File: src/logic/hdld_map.svh
// register addresses, field positions, reset values and timing figures
`ifndef HDLD_MAP_SVH
`define HDLD_MAP_SVH
// =====================================================
// serial word layout
`define HDLD_WORD_W 32
`define HDLD_F_ADDR 4:0
`define HDLD_F_RB_SEL 9:5
// =====================================================
// register addresses
`define HDLD_ADDR_TRIP 5'h0E
`define HDLD_ADDR_HOLD 5'h0F
`define HDLD_ADDR_XTAL 5'h10
`define HDLD_ADDR_READBACK 5'h17
`define HDLD_ADDR_DLY_WND 5'h18
`define HDLD_ADDR_DIV_CNT 5'h19
`define HDLD_ADDR_LOOP2 5'h1A
`define HDLD_ADDR_RB_REQ 5'h1F
// =====================================================
// field positions
`define HDLD_F_HIGH_TRIP 19:14
`define HDLD_F_LOW_TRIP 11:6
`define HDLD_F_RAIL_EN 5
`define HDLD_F_MAN_VALUE 31:22
`define HDLD_F_MAN_SEL 20
`define HDLD_F_EXIT_CNT 19:6
`define HDLD_F_FORCE 5
`define HDLD_F_XTAL 31:30
`define HDLD_F_TRACKED 23:14
`define HDLD_F_CAP_FOUR 31:28
`define HDLD_F_CAP_THREE 27:24
`define HDLD_F_RES_FOUR 22:20
`define HDLD_F_RES_THREE 18:16
`define HDLD_F_FB_DLY 14:12
`define HDLD_F_REF_DLY 10:8
`define HDLD_F_L1_WND 7:6
`define HDLD_F_UPD_DIV 31:22
`define HDLD_F_L1_CNT 19:6
`define HDLD_F_L2_WND 31:30
`define HDLD_F_L2_CNT 19:6
`define HDLD_F_MASK 25
// =====================================================
// reset values
`define HDLD_RST_COUNT 14'h0001
`define HDLD_RST_DIV 10'h001
`define HDLD_RST_L2_WND 2'h2
// =====================================================
// tuning scale and lock windows in picoseconds
`define HDLD_TUNE_FULL 16'h03FF
`define HDLD_DLY_STEP_PS 12'h0CD
`define HDLD_WND0_PS 16'h157C
`define HDLD_WND1_PS 16'h2710
`define HDLD_WND2_PS 16'h48A8
`define HDLD_WND3_PS 16'h9C40
`define HDLD_WND_L2_PS 16'h0E74
`endif

File: src/logic/hdld_pkg.sv
// shared types of the holdover and lock detect block
`default_nettype none
package hdld_pkg;
    // reference loop operating state
    typedef enum logic [0:0] {HDLD_RUN, HDLD_HOLDOVER} hdld_hold_state_t;
    typedef logic [9:0] hdld_tune_t;
    typedef logic [13:0] hdld_count_t;
endpackage : hdld_pkg
`default_nettype wire

File: src/logic/hdld_lock_counter.sv
// consecutive in-window counter with lock indication
`timescale 1ns/1ps
`default_nettype none
module hdld_lock_counter #(
    parameter int CW = 14
) (
    input wire logic mclk,
    input wire logic reset,
    input wire logic clear,
    input wire logic tick,
    input wire logic in_window,
    input wire logic [CW-1:0] target,
    output logic locked
);
    logic [CW-1:0] count;
    logic [CW-1:0] goal;
    logic [CW-1:0] next_count;
    // reserved target zero behaves as one
    assign goal = (target == '0) ? CW'(1) : target;
    assign next_count = (count == goal) ? count : count + CW'(1);
    // =====================================================
    // counter, evaluated once per detector cycle
    always_ff @(posedge mclk) begin
        if (reset || clear) begin
            count <= '0;
            locked <= 1'b0;
        end else if (tick) begin
            if (!in_window) begin
                count <= '0;
                locked <= 1'b0;
            end else begin
                count <= next_count;
                locked <= (next_count == goal);
            end
        end
    end
endmodule : hdld_lock_counter
`default_nettype wire

File: src/logic/hdld_top.sv
// holdover tuning value control and digital lock detection
// Summary of operation
// - six-bit low trip code n sets threshold at (n+1)/64 of supply
// - enabled rail detection trip marks reference invalid and raises switch event
// - ten-bit manual tuning code k drives k/1023 of supply in manual mode
// - select zero uses automatic tuning, select one uses manual value
// - holdover exits only after lock holds for exit count detector cycles
// - force bit places device in holdover; clearing removes forcing
// - forced holdover drives manual value if fixed, tracked value if tracked
// - forced holdover switches input only when lock-loss mask is zero
// - tracked tuning value reads back at bits 23 to 14
// - three-bit feedback and reference delay codes in 205 ps steps
// - loop one counter increments below selected window 5.5/10/18.6/40 ns
// - update clock is detector clock divided by ten-bit divisor
// - loop one lock asserts after count consecutive in-window detector cycles
// - loop two counter increments while its error is below its window
// - mask zero: falling loop one lock raises switch event; mask one none
`include "hdld_map.svh"
`timescale 1ns/1ps
`default_nettype none
module hdld_top (
    input wire logic mclk,
    input wire logic reset,
    input wire logic ser_clk,
    input wire logic ser_data,
    input wire logic ser_latch,
    input wire logic holdover_track_mode,
    input wire logic pd1_tick,
    input wire logic [15:0] loop1_phase_error,
    input wire logic pd2_tick,
    input wire logic [15:0] loop2_phase_error,
    input wire logic [9:0] auto_tune_value,
    output logic readback_data,
    output hdld_pkg::hdld_tune_t tune_value,
    output logic tune_low_tripped,
    output logic tune_high_tripped,
    output logic clock_switch_event,
    output logic reference_input_invalid,
    output logic loop1_lock_flag,
    output logic loop2_lock_flag,
    output hdld_pkg::hdld_hold_state_t holdover_state,
    output logic tune_update,
    output logic [2:0] loop1_feedback_delay,
    output logic [2:0] loop1_reference_delay,
    output logic [3:0] loop2_filter_cap_four,
    output logic [3:0] loop2_filter_cap_three,
    output logic [2:0] loop2_filter_res_four,
    output logic [2:0] loop2_filter_res_three,
    output logic [1:0] loop2_lock_window,
    output logic [1:0] crystal_drive_level
);
    import hdld_pkg::*;
    // =====================================================
    // helper functions
    // threshold from ground in units of supply/65472
    function automatic logic [15:0] trip_level(input logic [5:0] code);
        trip_level = 16'(({10'h000, code} + 16'h0001) * `HDLD_TUNE_FULL);
    endfunction : trip_level
    // loop one window width in picoseconds
    function automatic logic [15:0] loop1_window_ps(input logic [1:0] code);
        case (code)
            2'h0: loop1_window_ps = `HDLD_WND0_PS;
            2'h1: loop1_window_ps = `HDLD_WND1_PS;
            2'h2: loop1_window_ps = `HDLD_WND2_PS;
            default: loop1_window_ps = `HDLD_WND3_PS;
        endcase
    endfunction : loop1_window_ps
    // =====================================================
    // stored register fields
    logic [5:0] tune_low_trip_level;
    logic [5:0] tune_high_trip_level;
    logic tune_rail_detect_enable;
    logic [9:0] manual_tune_value;
    logic manual_tune_select;
    logic [13:0] holdover_exit_lock_count;
    logic holdover_force;
    logic [1:0] loop1_lock_window;
    logic [9:0] update_divisor;
    logic [13:0] loop1_lock_count;
    logic [13:0] loop2_lock_count;
    logic loop1_lock_loss_switch_mask;
    logic [9:0] tracked_tune_value;
    // =====================================================
    // pin synchronisers; stage one feeds stage two only
    logic [3:0] pin_meta, pin_sync;
    logic ser_clk_prev, ser_latch_prev;
    always_ff @(posedge mclk) begin
        if (reset) begin
            pin_meta <= 4'h0;
            pin_sync <= 4'h0;
            ser_clk_prev <= 1'b0;
            ser_latch_prev <= 1'b0;
        end else begin
            pin_meta <= {holdover_track_mode, ser_latch, ser_data, ser_clk};
            pin_sync <= pin_meta;
            ser_clk_prev <= pin_sync[0];
            ser_latch_prev <= pin_sync[2];
        end
    end
    wire ser_clk_rise = pin_sync[0] && !ser_clk_prev;
    wire ser_latch_rise = pin_sync[2] && !ser_latch_prev;
    wire ser_bit = pin_sync[1];
    wire track_mode = pin_sync[3];
    // =====================================================
    // serial shifter: address in the low five bits, msb first
    logic [`HDLD_WORD_W-1:0] shift_word;
    always_ff @(posedge mclk) begin
        if (reset)
            shift_word <= '0;
        else if (ser_clk_rise)
            shift_word <= {shift_word[`HDLD_WORD_W-2:0], ser_bit};
    end
    wire [4:0] word_addr = shift_word[`HDLD_F_ADDR];
    wire wr_trip = ser_latch_rise && (word_addr == `HDLD_ADDR_TRIP);
    wire wr_hold = ser_latch_rise && (word_addr == `HDLD_ADDR_HOLD);
    wire wr_xtal = ser_latch_rise && (word_addr == `HDLD_ADDR_XTAL);
    wire wr_dly = ser_latch_rise && (word_addr == `HDLD_ADDR_DLY_WND);
    wire wr_div = ser_latch_rise && (word_addr == `HDLD_ADDR_DIV_CNT);
    wire wr_loop2 = ser_latch_rise && (word_addr == `HDLD_ADDR_LOOP2);
    wire rb_request = ser_latch_rise && (word_addr == `HDLD_ADDR_RB_REQ);
    // =====================================================
    // register writes; the readback word has no write strobe
    // readback-only address ignored
    always_ff @(posedge mclk) begin
        if (reset) begin
            tune_low_trip_level <= 6'h00;
            tune_high_trip_level <= 6'h00;
            tune_rail_detect_enable <= 1'b0;
        end else if (wr_trip) begin
            tune_low_trip_level <= shift_word[`HDLD_F_LOW_TRIP];
            tune_high_trip_level <= shift_word[`HDLD_F_HIGH_TRIP];
            tune_rail_detect_enable <= shift_word[`HDLD_F_RAIL_EN];
        end
    end
    always_ff @(posedge mclk) begin
        if (reset) begin
            manual_tune_value <= 10'h000;
            manual_tune_select <= 1'b0;
            holdover_exit_lock_count <= `HDLD_RST_COUNT;
            holdover_force <= 1'b0;
        end else if (wr_hold) begin
            manual_tune_value <= shift_word[`HDLD_F_MAN_VALUE];
            manual_tune_select <= shift_word[`HDLD_F_MAN_SEL];
            holdover_exit_lock_count <= shift_word[`HDLD_F_EXIT_CNT];
            holdover_force <= shift_word[`HDLD_F_FORCE];
        end
    end
    always_ff @(posedge mclk) begin
        if (reset)
            crystal_drive_level <= 2'h0;
        else if (wr_xtal)
            crystal_drive_level <= shift_word[`HDLD_F_XTAL];
    end
    // filter codes pass through unchecked; reserved codes are the host's burden
    always_ff @(posedge mclk) begin
        if (reset) begin
            loop2_filter_cap_four <= 4'h0;
            loop2_filter_cap_three <= 4'h0;
            loop2_filter_res_four <= 3'h0;
            loop2_filter_res_three <= 3'h0;
            loop1_feedback_delay <= 3'h0;
            loop1_reference_delay <= 3'h0;
            loop1_lock_window <= 2'h0;
        end else if (wr_dly) begin
            loop2_filter_cap_four <= shift_word[`HDLD_F_CAP_FOUR];
            loop2_filter_cap_three <= shift_word[`HDLD_F_CAP_THREE];
            loop2_filter_res_four <= shift_word[`HDLD_F_RES_FOUR];
            loop2_filter_res_three <= shift_word[`HDLD_F_RES_THREE];
            loop1_feedback_delay <= shift_word[`HDLD_F_FB_DLY];
            loop1_reference_delay <= shift_word[`HDLD_F_REF_DLY];
            loop1_lock_window <= shift_word[`HDLD_F_L1_WND];
        end
    end
    always_ff @(posedge mclk) begin
        if (reset) begin
            update_divisor <= `HDLD_RST_DIV;
            loop1_lock_count <= `HDLD_RST_COUNT;
        end else if (wr_div) begin
            update_divisor <= shift_word[`HDLD_F_UPD_DIV];
            loop1_lock_count <= shift_word[`HDLD_F_L1_CNT];
        end
    end
    // mask bit lives here too so one word sets loop two window and count plus the loop one mask
    always_ff @(posedge mclk) begin
        if (reset) begin
            loop2_lock_window <= `HDLD_RST_L2_WND;
            loop2_lock_count <= `HDLD_RST_COUNT;
            loop1_lock_loss_switch_mask <= 1'b0;
        end else if (wr_loop2) begin
            loop2_lock_window <= shift_word[`HDLD_F_L2_WND];
            loop2_lock_count <= shift_word[`HDLD_F_L2_CNT];
            loop1_lock_loss_switch_mask <= shift_word[`HDLD_F_MASK];
        end
    end
    // =====================================================
    // readback word assembly
    logic [31:0] rb_word;
    always_comb begin
        rb_word = 32'h0000_0000;
        case (shift_word[`HDLD_F_RB_SEL])
            `HDLD_ADDR_TRIP: begin
                rb_word[`HDLD_F_LOW_TRIP] = tune_low_trip_level;
                rb_word[`HDLD_F_HIGH_TRIP] = tune_high_trip_level;
                rb_word[`HDLD_F_RAIL_EN] = tune_rail_detect_enable;
            end
            `HDLD_ADDR_HOLD: begin
                rb_word[`HDLD_F_MAN_VALUE] = manual_tune_value;
                rb_word[`HDLD_F_MAN_SEL] = manual_tune_select;
                rb_word[`HDLD_F_EXIT_CNT] = holdover_exit_lock_count;
                rb_word[`HDLD_F_FORCE] = holdover_force;
            end
            `HDLD_ADDR_READBACK: begin
                rb_word[`HDLD_F_TRACKED] = tracked_tune_value;
            end
            `HDLD_ADDR_DIV_CNT: begin
                rb_word[`HDLD_F_UPD_DIV] = update_divisor;
                rb_word[`HDLD_F_L1_CNT] = loop1_lock_count;
            end
            default: rb_word = 32'h0000_0000;
        endcase
    end
    // readback shifter: loads on request, then one bit per serial clock
    logic [31:0] rb_shift;
    always_ff @(posedge mclk) begin
        if (reset) begin
            rb_shift <= 32'h0000_0000;
            readback_data <= 1'b0;
        end else if (rb_request) begin
            rb_shift <= {rb_word[30:0], 1'b0};
            readback_data <= rb_word[31];
        end else if (ser_clk_rise) begin
            rb_shift <= {rb_shift[30:0], 1'b0};
            readback_data <= rb_shift[31];
        end
    end
    // =====================================================
    // lock detection
    logic loop1_locked, loop2_locked, exit_qualified, enter_hold;
    wire [15:0] loop1_wnd_ps = loop1_window_ps(loop1_lock_window);
    wire loop1_in_window = loop1_phase_error < loop1_wnd_ps;
    // loop two compared against its own window
    wire loop2_in_window = loop2_phase_error < `HDLD_WND_L2_PS;
    // consecutive count, cleared by a miss
    hdld_lock_counter #(.CW(14)) u_loop1_lock (
        .mclk(mclk),
        .reset(reset),
        .clear(1'b0),
        .tick(pd1_tick),
        .in_window(loop1_in_window),
        .target(loop1_lock_count),
        .locked(loop1_locked)
    );
    hdld_lock_counter #(.CW(14)) u_loop2_lock (
        .mclk(mclk),
        .reset(reset),
        .clear(1'b0),
        .tick(pd2_tick),
        .in_window(loop2_in_window),
        .target(loop2_lock_count),
        .locked(loop2_locked)
    );
    // exit qualification restarts on every entry
    hdld_lock_counter #(.CW(14)) u_exit_lock (
        .mclk(mclk),
        .reset(reset),
        .clear(enter_hold),
        .tick(pd1_tick),
        .in_window(loop1_locked),
        .target(holdover_exit_lock_count),
        .locked(exit_qualified)
    );
    // update strobe from the detector cycle
    hdld_update_div #(.DW(10)) u_update_div (
        .mclk(mclk),
        .reset(reset),
        .tick(pd1_tick),
        .divisor(update_divisor),
        .update(tune_update)
    );
    // =====================================================
    // rail trip detection against the applied tuning value
    wire [15:0] tune_scaled = {tune_value, 6'h00};
    wire low_trip = tune_scaled <= trip_level(tune_low_trip_level);
    wire [15:0] high_from_gnd = 16'(`HDLD_TUNE_FULL * 16'h0040) - trip_level(tune_high_trip_level);
    wire high_trip = tune_scaled >= high_from_gnd;
    // trip counts only while detection is enabled
    wire rail_trip = tune_rail_detect_enable && (low_trip || high_trip);
    logic rail_trip_prev;
    wire rail_trip_event = rail_trip && !rail_trip_prev;
    wire next_loop1_flag = loop1_locked && (holdover_state == HDLD_RUN) && !enter_hold;
    // falling lock flag switches unless masked
    wire lock_fall_event = loop1_lock_flag && !next_loop1_flag && !loop1_lock_loss_switch_mask;
    // force enters holdover regardless of lock
    assign enter_hold = (holdover_state == HDLD_RUN) && (holdover_force || rail_trip_event ||
                        (!loop1_locked && loop1_lock_flag && !loop1_lock_loss_switch_mask));
    // =====================================================
    // holdover state machine
    hdld_hold_state_t next_hold;
    always_comb begin
        case (holdover_state)
            HDLD_RUN: next_hold = enter_hold ? HDLD_HOLDOVER : HDLD_RUN;
            // leave only when unforced and qualified
            HDLD_HOLDOVER: next_hold = (!holdover_force && exit_qualified) ? HDLD_RUN : HDLD_HOLDOVER;
            default: next_hold = HDLD_RUN;
        endcase
    end
    // =====================================================
    // tracked value and tuning output selection
    logic [9:0] next_tune;
    always_comb begin
        if (holdover_state == HDLD_HOLDOVER) begin
            // fixed mode uses manual code, tracked mode freezes
            next_tune = track_mode ? tracked_tune_value : manual_tune_value;
        end else if (manual_tune_select) begin
            next_tune = manual_tune_value;
        end else begin
            next_tune = tracked_tune_value;
        end
    end
    // automatic value sampled at each update strobe while running with manual select zero
    always_ff @(posedge mclk) begin
        if (reset)
            tracked_tune_value <= 10'h000;
        else if (tune_update && (holdover_state == HDLD_RUN) && !manual_tune_select)
            tracked_tune_value <= auto_tune_value;
    end
    // =====================================================
    // registered status and event outputs
    always_ff @(posedge mclk) begin
        if (reset) begin
            holdover_state <= HDLD_RUN;
            tune_value <= 10'h000;
            rail_trip_prev <= 1'b0;
            tune_low_tripped <= 1'b0;
            tune_high_tripped <= 1'b0;
            loop1_lock_flag <= 1'b0;
            loop2_lock_flag <= 1'b0;
            clock_switch_event <= 1'b0;
            reference_input_invalid <= 1'b0;
        end else begin
            holdover_state <= next_hold;
            tune_value <= next_tune;
            rail_trip_prev <= rail_trip;
            tune_low_tripped <= low_trip;
            tune_high_tripped <= high_trip;
            loop1_lock_flag <= next_loop1_flag;
            loop2_lock_flag <= loop2_locked;
            clock_switch_event <= rail_trip_event || lock_fall_event;
            // invalid marking stays while the enabled rail trip condition persists
            reference_input_invalid <= rail_trip_event || (reference_input_invalid && rail_trip);
        end
    end
endmodule : hdld_top
`default_nettype wire

File: src/logic/hdld_update_div.sv
// tuning-value update clock divider
`timescale 1ns/1ps
`default_nettype none
module hdld_update_div #(
    parameter int DW = 10
) (
    input wire logic mclk,
    input wire logic reset,
    input wire logic tick,
    input wire logic [DW-1:0] divisor,
    output logic update
);
    logic [DW-1:0] count;
    logic [DW-1:0] last;
    // reserved divisor zero behaves as one
    assign last = (divisor == '0) ? '0 : divisor - DW'(1);
    // =====================================================
    // one update pulse every divisor detector cycles
    always_ff @(posedge mclk) begin
        if (reset) begin
            count <= '0;
            update <= 1'b0;
        end else begin
            update <= tick && (count >= last);
            if (tick) begin
                count <= (count >= last) ? '0 : count + DW'(1);
            end
        end
    end
endmodule : hdld_update_div
`default_nettype wire

File: config.mk
export PLATFORM = sky130hd
export DESIGN_NAME = hdld_top
export DESIGN_NICKNAME = d
export VERILOG_FILES = /design/src/logic/hdld_pkg.sv /design/src/logic/hdld_lock_counter.sv /design/src/logic/hdld_top.sv /design/src/logic/hdld_update_div.sv
export VERILOG_INCLUDE_DIRS = /design/src /design/src/logic
export SDC_FILE = /design/constraint.sdc
export NUM_CORES = 1
export LEC_CHECK = 0
export ABC_AREA = 1
export BUFFER_PORTS_ARGS = -buffer_cell sky130_fd_sc_hd__buf_2
export CAP_MARGIN = 20
export CORE_MARGIN = 2
export CORE_UTILIZATION = 45
export CTS_BUF_LIST = sky130_fd_sc_hd__clkbuf_8 sky130_fd_sc_hd__clkbuf_16
export DETAILED_ROUTE_END_ITERATION = 12
export MAX_ROUTING_LAYER = met4
export PLACE_DENSITY_LB_ADDON = 0.05
export SETUP_SLACK_MARGIN = 0.02
export SLEW_MARGIN = 20
export SYNTH_ARGS = -nofsm -noshare
export SYNTH_HDL_FRONTEND = slang
export SYNTH_SLANG_ARGS = --single-unit
File: constraint.sdc
create_clock -name mclk -period 6.1 [get_ports mclk]
set_clock_uncertainty 0.1 [all_clocks]
set_input_delay 0.61 -clock mclk [delete_from_list [all_inputs] [get_ports mclk]]
set_output_delay 0.61 -clock mclk [all_outputs]
set_load 0.02 [all_outputs]
==> summary.md, run 1 <==
| Metric | Value |
|---|---|
| Status | complete, but fails checks |
| Failing checks | negative setup slack |
| Number of different library cells in the post-synthesis netlist | 59 |
| Hold buffer count at cts | 0 |
| Rel. slew slack | 0.330 |
| Vias | 16.1k |
| Critical path buffers and inverters | 2 |
| Top cell type's share of synthesized area | 0.305 |
| Mapped Nets | 2615 |
| DRT Pass-1 Iters | 5 |
| Family with the most delay on the worst path | adder cells |
| Max IR drop VDD | between 0.2 and 0.25 mV |
| Post-Synth Simple-Gate Area | 0.241 |
| Seq/Total Area, Yosys | 0.305 |
| Die ar. | 39000 sq um |
| Initial DRC Count | between 1k and 1.5k |
| Root Driver | clkbuf_16 |
| Compound-Gate Fraction of Synth Area | 0.170 |
| Fmax | 159 MHz |
| Post-synth EDFFs | 0 |
| CP Capture Type | register |
| Fraction of layout cells with a size suffix above 1 | 0.141 |
| Pwr Density | 191 nW/um^2 |
| Hold/Removal Path Class | in2reg |
| Post-DRT Antenna Nets | 0 |
| Area leader, netlist | dfxtp_1 |
| First-pass GRT wire length | roughly 82000 microns |
| Fin. Hold Viols | 0 |
| WP data arrival | 6.68 ns |
| Rows | 70 |
| Final period util | 1.03 |
| Final hold slack | 0.140 ns |
| Vias in the first global route | 15.3k |
| Element type at the critical path start | register |
| Syn_area_per_cell | 7.03 sq um |
| Sink Count | 257 |
| CTS buffer count | 30 |
| Initial antenna violation count | 0 |
| Final nets | 2764 |
| P&R area growth vs syn | 16.5% |
| Routed vias/inst | roughly 5.3 |
| Port Buffers | 88 |
| Slack of the critical path | -0.180 ns |
| H-tree depth | 1 |
| RSZ-0062 raised after global routing | true |
| DR WL/cell | 17.0 microns |
| CTS tree | yes |
| Final WL | 51500 microns |
| CP required | 6.50 ns |
| Core area | 36800 sq um |
| Critical path peak fanout | 8 |
| Worst-Margin Slew | 1.00 ns |
| CP most frequent cell | nand2_2 |
| Final HPWL DP | between 30000 and 40000 microns |
| Setup WS pre-CTS | -0.316 ns |
| Largest family of logic cells by synthesized area | simple AND/OR/NAND/NOR gates |
| Initial Util | 0.459 |
| Die H | roughly 200 microns |
| Post-route insts no fill | 3037 |
| Crit Path Class | reg2reg |
| Static Leakage | approximately 9.1 nW |
| N_diodes | 0 |
| GRT overflow | 0 |
| Max-cap viol count | 0 |
| Post-synthesis cell count | 2398 |
| Largest net degree at the start of global routing | 69 |
| Yosys warnings | 0 |
| Tmin final | 6.28 ns |
| Post-Place Cells | 2976 |
| FF+latch count, synth | 257 |
| Die W | 198 microns |
| Gp weighted congestion | roughly 0.95 |
| CTS max path bufs | 3 |
| Final setup viols | 18 |
| GRT Overall Usage | 0.273 |
| Final routed DRC violation total | 0 |
| Top area cells in the synthesized netlist | dfxtp_1 31%, ha_1 9.2%, nand2_1 8.9% |
| Ys async rst share | 0 |
| Slowest CP cell | fa_1 |
| Final core occ | 0.534 |
| Synth cell count leaders | 402 x nand2_1, 330 x inv_1, 307 x nor2_1 |
| Mux cell area share after synthesis | 0 |
| Count leader, synth | nand2_1 |
| Post-Synth Adder-Cell Area | 0.143 |
| Worst-Skew Late Latency | 0.58 ns |
| Max Slew Vio Count | 0 |
| Clk pin slew, worst setup/hold paths | 0.06 ns |
| Post-Synth XOR/XNOR Area | 0.0456 |
| Io pins | 93 |
| Top FF cell, synth | dfxtp_1 |
| CP peak stage delay | 0.57 ns |
| Cell area after synthesis | between 15000 and 20000 sq um |
==> layout by cell type, fill, tap and decap left out, drive strengths merged <==
master / instances
nand2: 415
inv: 353
nor2: 316
dfxtp: 257
o21ai: 240
a21oi: 197
buf: 193
ha: 124
nand3: 110
xor2: 70
fa: 43
nor3: 37
nand4: 35
clkbuf: 33
a31oi: 19
o211ai: 17
xnor2: 17
o22ai: 16
clkinv: 13
nor4: 10
o221ai: 7
a221oi: 6
o21bai: 5
or2: 5
o21a: 4
and2: 4
a22oi: 3
nand3b: 3
o2111ai: 3
nor3b: 2
bufinv: 2
a211oi: 2
a21o: 1
a21boi: 1
nor2b: 1
o31ai: 1
a311oi: 1
o41ai: 1
a41oi: 1
clkinvlp: 1
==> path summary, 6_finish.rpt <==
check / start / cells after the start / endpoint / slack [ns]
setup reg to reg: tune_low_trip_level[0] / 34 / u_exit_lock.count[10] / -0.18
setup / recovery: tune_low_trip_level[0] / 34 / u_exit_lock.count[10] / -0.18
hold reg to reg: pin_meta[0] / 2 / pin_sync[0] / 0.32
hold / removal: holdover_track_mode / 3 / pin_meta[3] / 0.14
==> per-stage QoR <==
step	power (mW)	cell area, sq um	TNS, ns
after global placement	2.01	18400	-3.61
after CTS	3.79	19500	-3.44
after global routing	3.89	19700	-11.84
final	3.76	19700	-2.85
after floorplan	1.92	17000	0
after detailed placement	2.02	18400	-4.99
==> state kept, by name, indices dropped and copies added, names as in the netlist, 4 cells and up <==
name and flops:
update_divisor 10, holdover_exit_lock_count 14, loop2_filter_cap_four 4, tune_value 10, tune_low_trip_level 6, u_loop1_lock.count 14
u_exit_lock.count 14, manual_tune_value 10, shift_word 32, u_update_div.count 10, rb_shift 26, tune_high_trip_level 6
tracked_tune_value 10, pin_sync 4, pin_meta 4, u_loop2_lock.count 14, loop2_filter_cap_three 4, loop1_lock_count 14
loop2_lock_count 14
==> worst min-delay path: cells and delay by family <==
family,cells,cell delay [ns]
buffers and inverters,2,0.10
and+or+nand+nor,1,0.06
==> logic make-up (layout without fill, tap and decap cells) <==
family          Yosys count  after routing
flops                   257            257
simple gates            937            938
xor+xnor                 87             87
fa+ha+maj               167            167
compound gates          525            525
buf+inv                 425            595
==> layer usage <==
metal  vias up  global-route usage  wire, microns
met2       397               0.441          23200
met4         0              0.0668           1140
met5         -                   -              0
li1       8132                   -              -
met3        75              0.0270           2870
met1      7447               0.370          24300
==> area by class of cell <==
class / instances / area, sq um
clock buffer: 33 / 803
clock inverter: 21 / 161
fill: 3736 / 17100
inverter: 348 / 1310
multi-input combinational: 1717 / 10400
sequential: 257 / 5160
tap: 468 / 586
timing repair buffer: 193 / 1230
==> what timing repair did <==
item / in CTS / in global routing
endpoints found under the setup margin: 19 / 21
resized for setup: 23 / 22
pin swaps: 6 / 8
buffers inserted: 5 / 1
gates cloned: 1 / 0
==> report_power, final <==
part           total (mW)  internal, mW  switching (mW)
combinational       0.239        0.0759           0.163
sequential           1.75          1.71          0.0443
clock                1.77          1.03           0.747
total                3.76          2.81           0.954
Note: power is estimated with default switching activity, not from simulation.
==> run 2, diff against run 1 <==
HOLD_SLACK_MARGIN = 0.08   (was default)
clock period = 5.79 ns   (was 6.1 ns; I/O delays follow)
==> summary.md, run 2 (same netlist as run 1, synthesis figures left out) <==
| Metric | Value |
|---|---|
| CTS max path bufs | 3 |
| Vias in the first global route | ~15k |
| Clk pin slew, worst setup/hold paths | 0.06 ns |
| Worst-Skew Late Latency | 0.60 ns |
| Critical path peak fanout | 8 |
| Die ar. | 39000 sq um |
| Initial Util | 0.459 |
| N_diodes | 0 |
| CTS tree | yes |
| First-pass GRT wire length | just over 80000 microns |
| DRT Pass-1 Iters | 5 |
| Die W | 198 microns |
| CP peak stage delay | 0.57 ns |
| CTS buffer count | 30 |
| Root Driver | clkbuf_16 |
| Final nets | 2806 |
| Final routed DRC violation total | 0 |
| Rel. slew slack | 0.371 |
| Io pins | 93 |
| Max-cap viol count | 0 |
| Fin. Hold Viols | 0 |
| Slack of the critical path | -0.422 ns |
| Status | complete, but fails checks |
| Vias | ~16k |
| Final period util | 1.07 |
| Design Power | 4.16 mW |
| Post-DRT Antenna Nets | 0 |
| Die H | 198 microns |
| Port Buffers | 88 |
| Fmax | 161 MHz |
| Worst-Margin Slew | between 0.9 and 1 ns |
| Failing checks | negative setup slack |
| Element type at the critical path start | register |
| Fillers | 3601 |
| Setup WS pre-CTS | -0.621 ns |
| Largest reg by FF count | shift_word |
| Largest registers | shift_word (32), rb_shift (26) |
| Largest net degree at the start of global routing | 71 |
| Tmin final | 6.21 ns |
| Final setup TNS | -7.58 ns |
| P&R area growth vs syn | 20.3% |
| WP data arrival | roughly 6.6 ns |
| RSZ-0062 raised after global routing | true |
| Slowest CP cell | fa_2 |
| CP Capture Type | register |
| H-tree depth | 1 |
| Hold/Removal Path Class | in2reg |
| Routed vias/inst | 5.29 |
| Final WL | 52500 microns |
| Initial DRC Count | roughly 1k |
| Pwr Density | approximately 200 nW/um^2 |
| GRT overflow | 0 |
| Hold buffer count at cts | 0 |
| Final instance area | a little over 20000 sq um |
| Static Leakage | 9.37 nW |
| Initial antenna violation count | 0 |
| Sink Count | 257 |
| Commonest non-fill, non-tap cell in the layout | nand2_1 |
| Final HPWL DP | 39500 microns |
| DR WL/cell | 17.0 microns |
| Core area | approximately 37000 sq um |
| Crit Path Class | reg2reg |
| Max IR drop VDD | a little under 0.2 mV |
| Placed Area | 18600 sq um |
| CP required | 6.19 ns |
| Gp weighted congestion | 0.962 |
| Final setup viols | 20 |
| Largest register FFs | 32 |
| Rows | 70 |
| Max Slew Vio Count | 0 |
| Fraction of layout cells with a size suffix above 1 | 0.166 |
| Most frequent cells in the layout | 395 x nand2_1, 327 x inv_1, 298 x nor2_1 |
| GRT Overall Usage | 0.276 |
==> run 2: changes by cell type in the layout (fill, tap and decap cells not counted), sizes merged <==
cell / change
clkbuf: +4
buf: +43
clkinv: +1
nand2: -1
bufinv: +2
inv: -5
==> run 2: final cells by class <==
type                            instances  area, sq um  share of cell area
Multi-Input combinational cell       1716        10500               0.520
Sequential cell                       257         5160               0.254
Timing Repair Buffer                  236         1620              0.0799
Inverter                              348         1310              0.0645
Clock buffer                           37          847              0.0417
Tap cell                              468          586              0.0289
Clock inverter                         19          225              0.0111
==> run 2: power by group <==
part	switching (mW)	internal, mW
logic	0.179	0.0931
clock network	0.820	1.22
registers	0.0496	1.80
total	1.05	3.11
==> run 2: path summary, 6_finish.rpt <==
check,from,to,slack [ns],cells after the start
setup / recovery,tune_low_trip_level[0],u_exit_lock.count[12],-0.42,35
hold / removal,ser_clk,pin_meta[0],0.13,3
setup reg to reg,tune_low_trip_level[0],u_exit_lock.count[12],-0.42,35
hold reg to reg,pin_meta[2],pin_sync[2],0.30,2
==> run 2: metrics by stage <==
step | utilization | cells | hold slack [ns]
2_1_floorplan | - | 2398 | 0.288
3_3_place_gp | 0.506 | 2998 | 0.303
3_5_place_dp | 0.506 | 2998 | 0.310
4_1_cts | 0.543 | 3071 | 0.114
5_1_grt | 0.552 | 3081 | 0.125
6_report | 0.552 | 3081 | 0.134
==> run 2: repair_timing <==
action                     4_1_cts  5_1_grt
resized for setup               32       57
gates cloned                     1        0
setup buffers                   17        9
pin swaps                       16       11
hold endpoints to repair         0        0
setup endpoints to repair       20       22
==> run 2: metal layers <==
| metal | vias up | part of all wire | track usage |
|---|---|---|---|
| li1 | 8227 | - | - |
| met1 | 7565 | 0.49 | 0.388 |
| met2 | 432 | 0.43 | 0.417 |
| met3 | 87 | 0.050 | 0.0273 |
| met4 | 0 | 0.033 | 0.0869 |
| met5 | - | 0 | - |
==> run 2: worst max-delay path, delay by kind of cell, from the launching register on <==
| kind | cells | cell delay, ns |
|---|---|---|
| AND/OR/NAND/NOR | 16 | 1.33 |
| flip-flops | 1 | 0.38 |
| buffers and inverters | 3 | 0.32 |
| XOR/XNOR | 1 | 0.14 |
| AO/OA/AOI/OAI | 8 | 1.06 |
| adder cells (fa/ha/maj) | 7 | 2.81 |
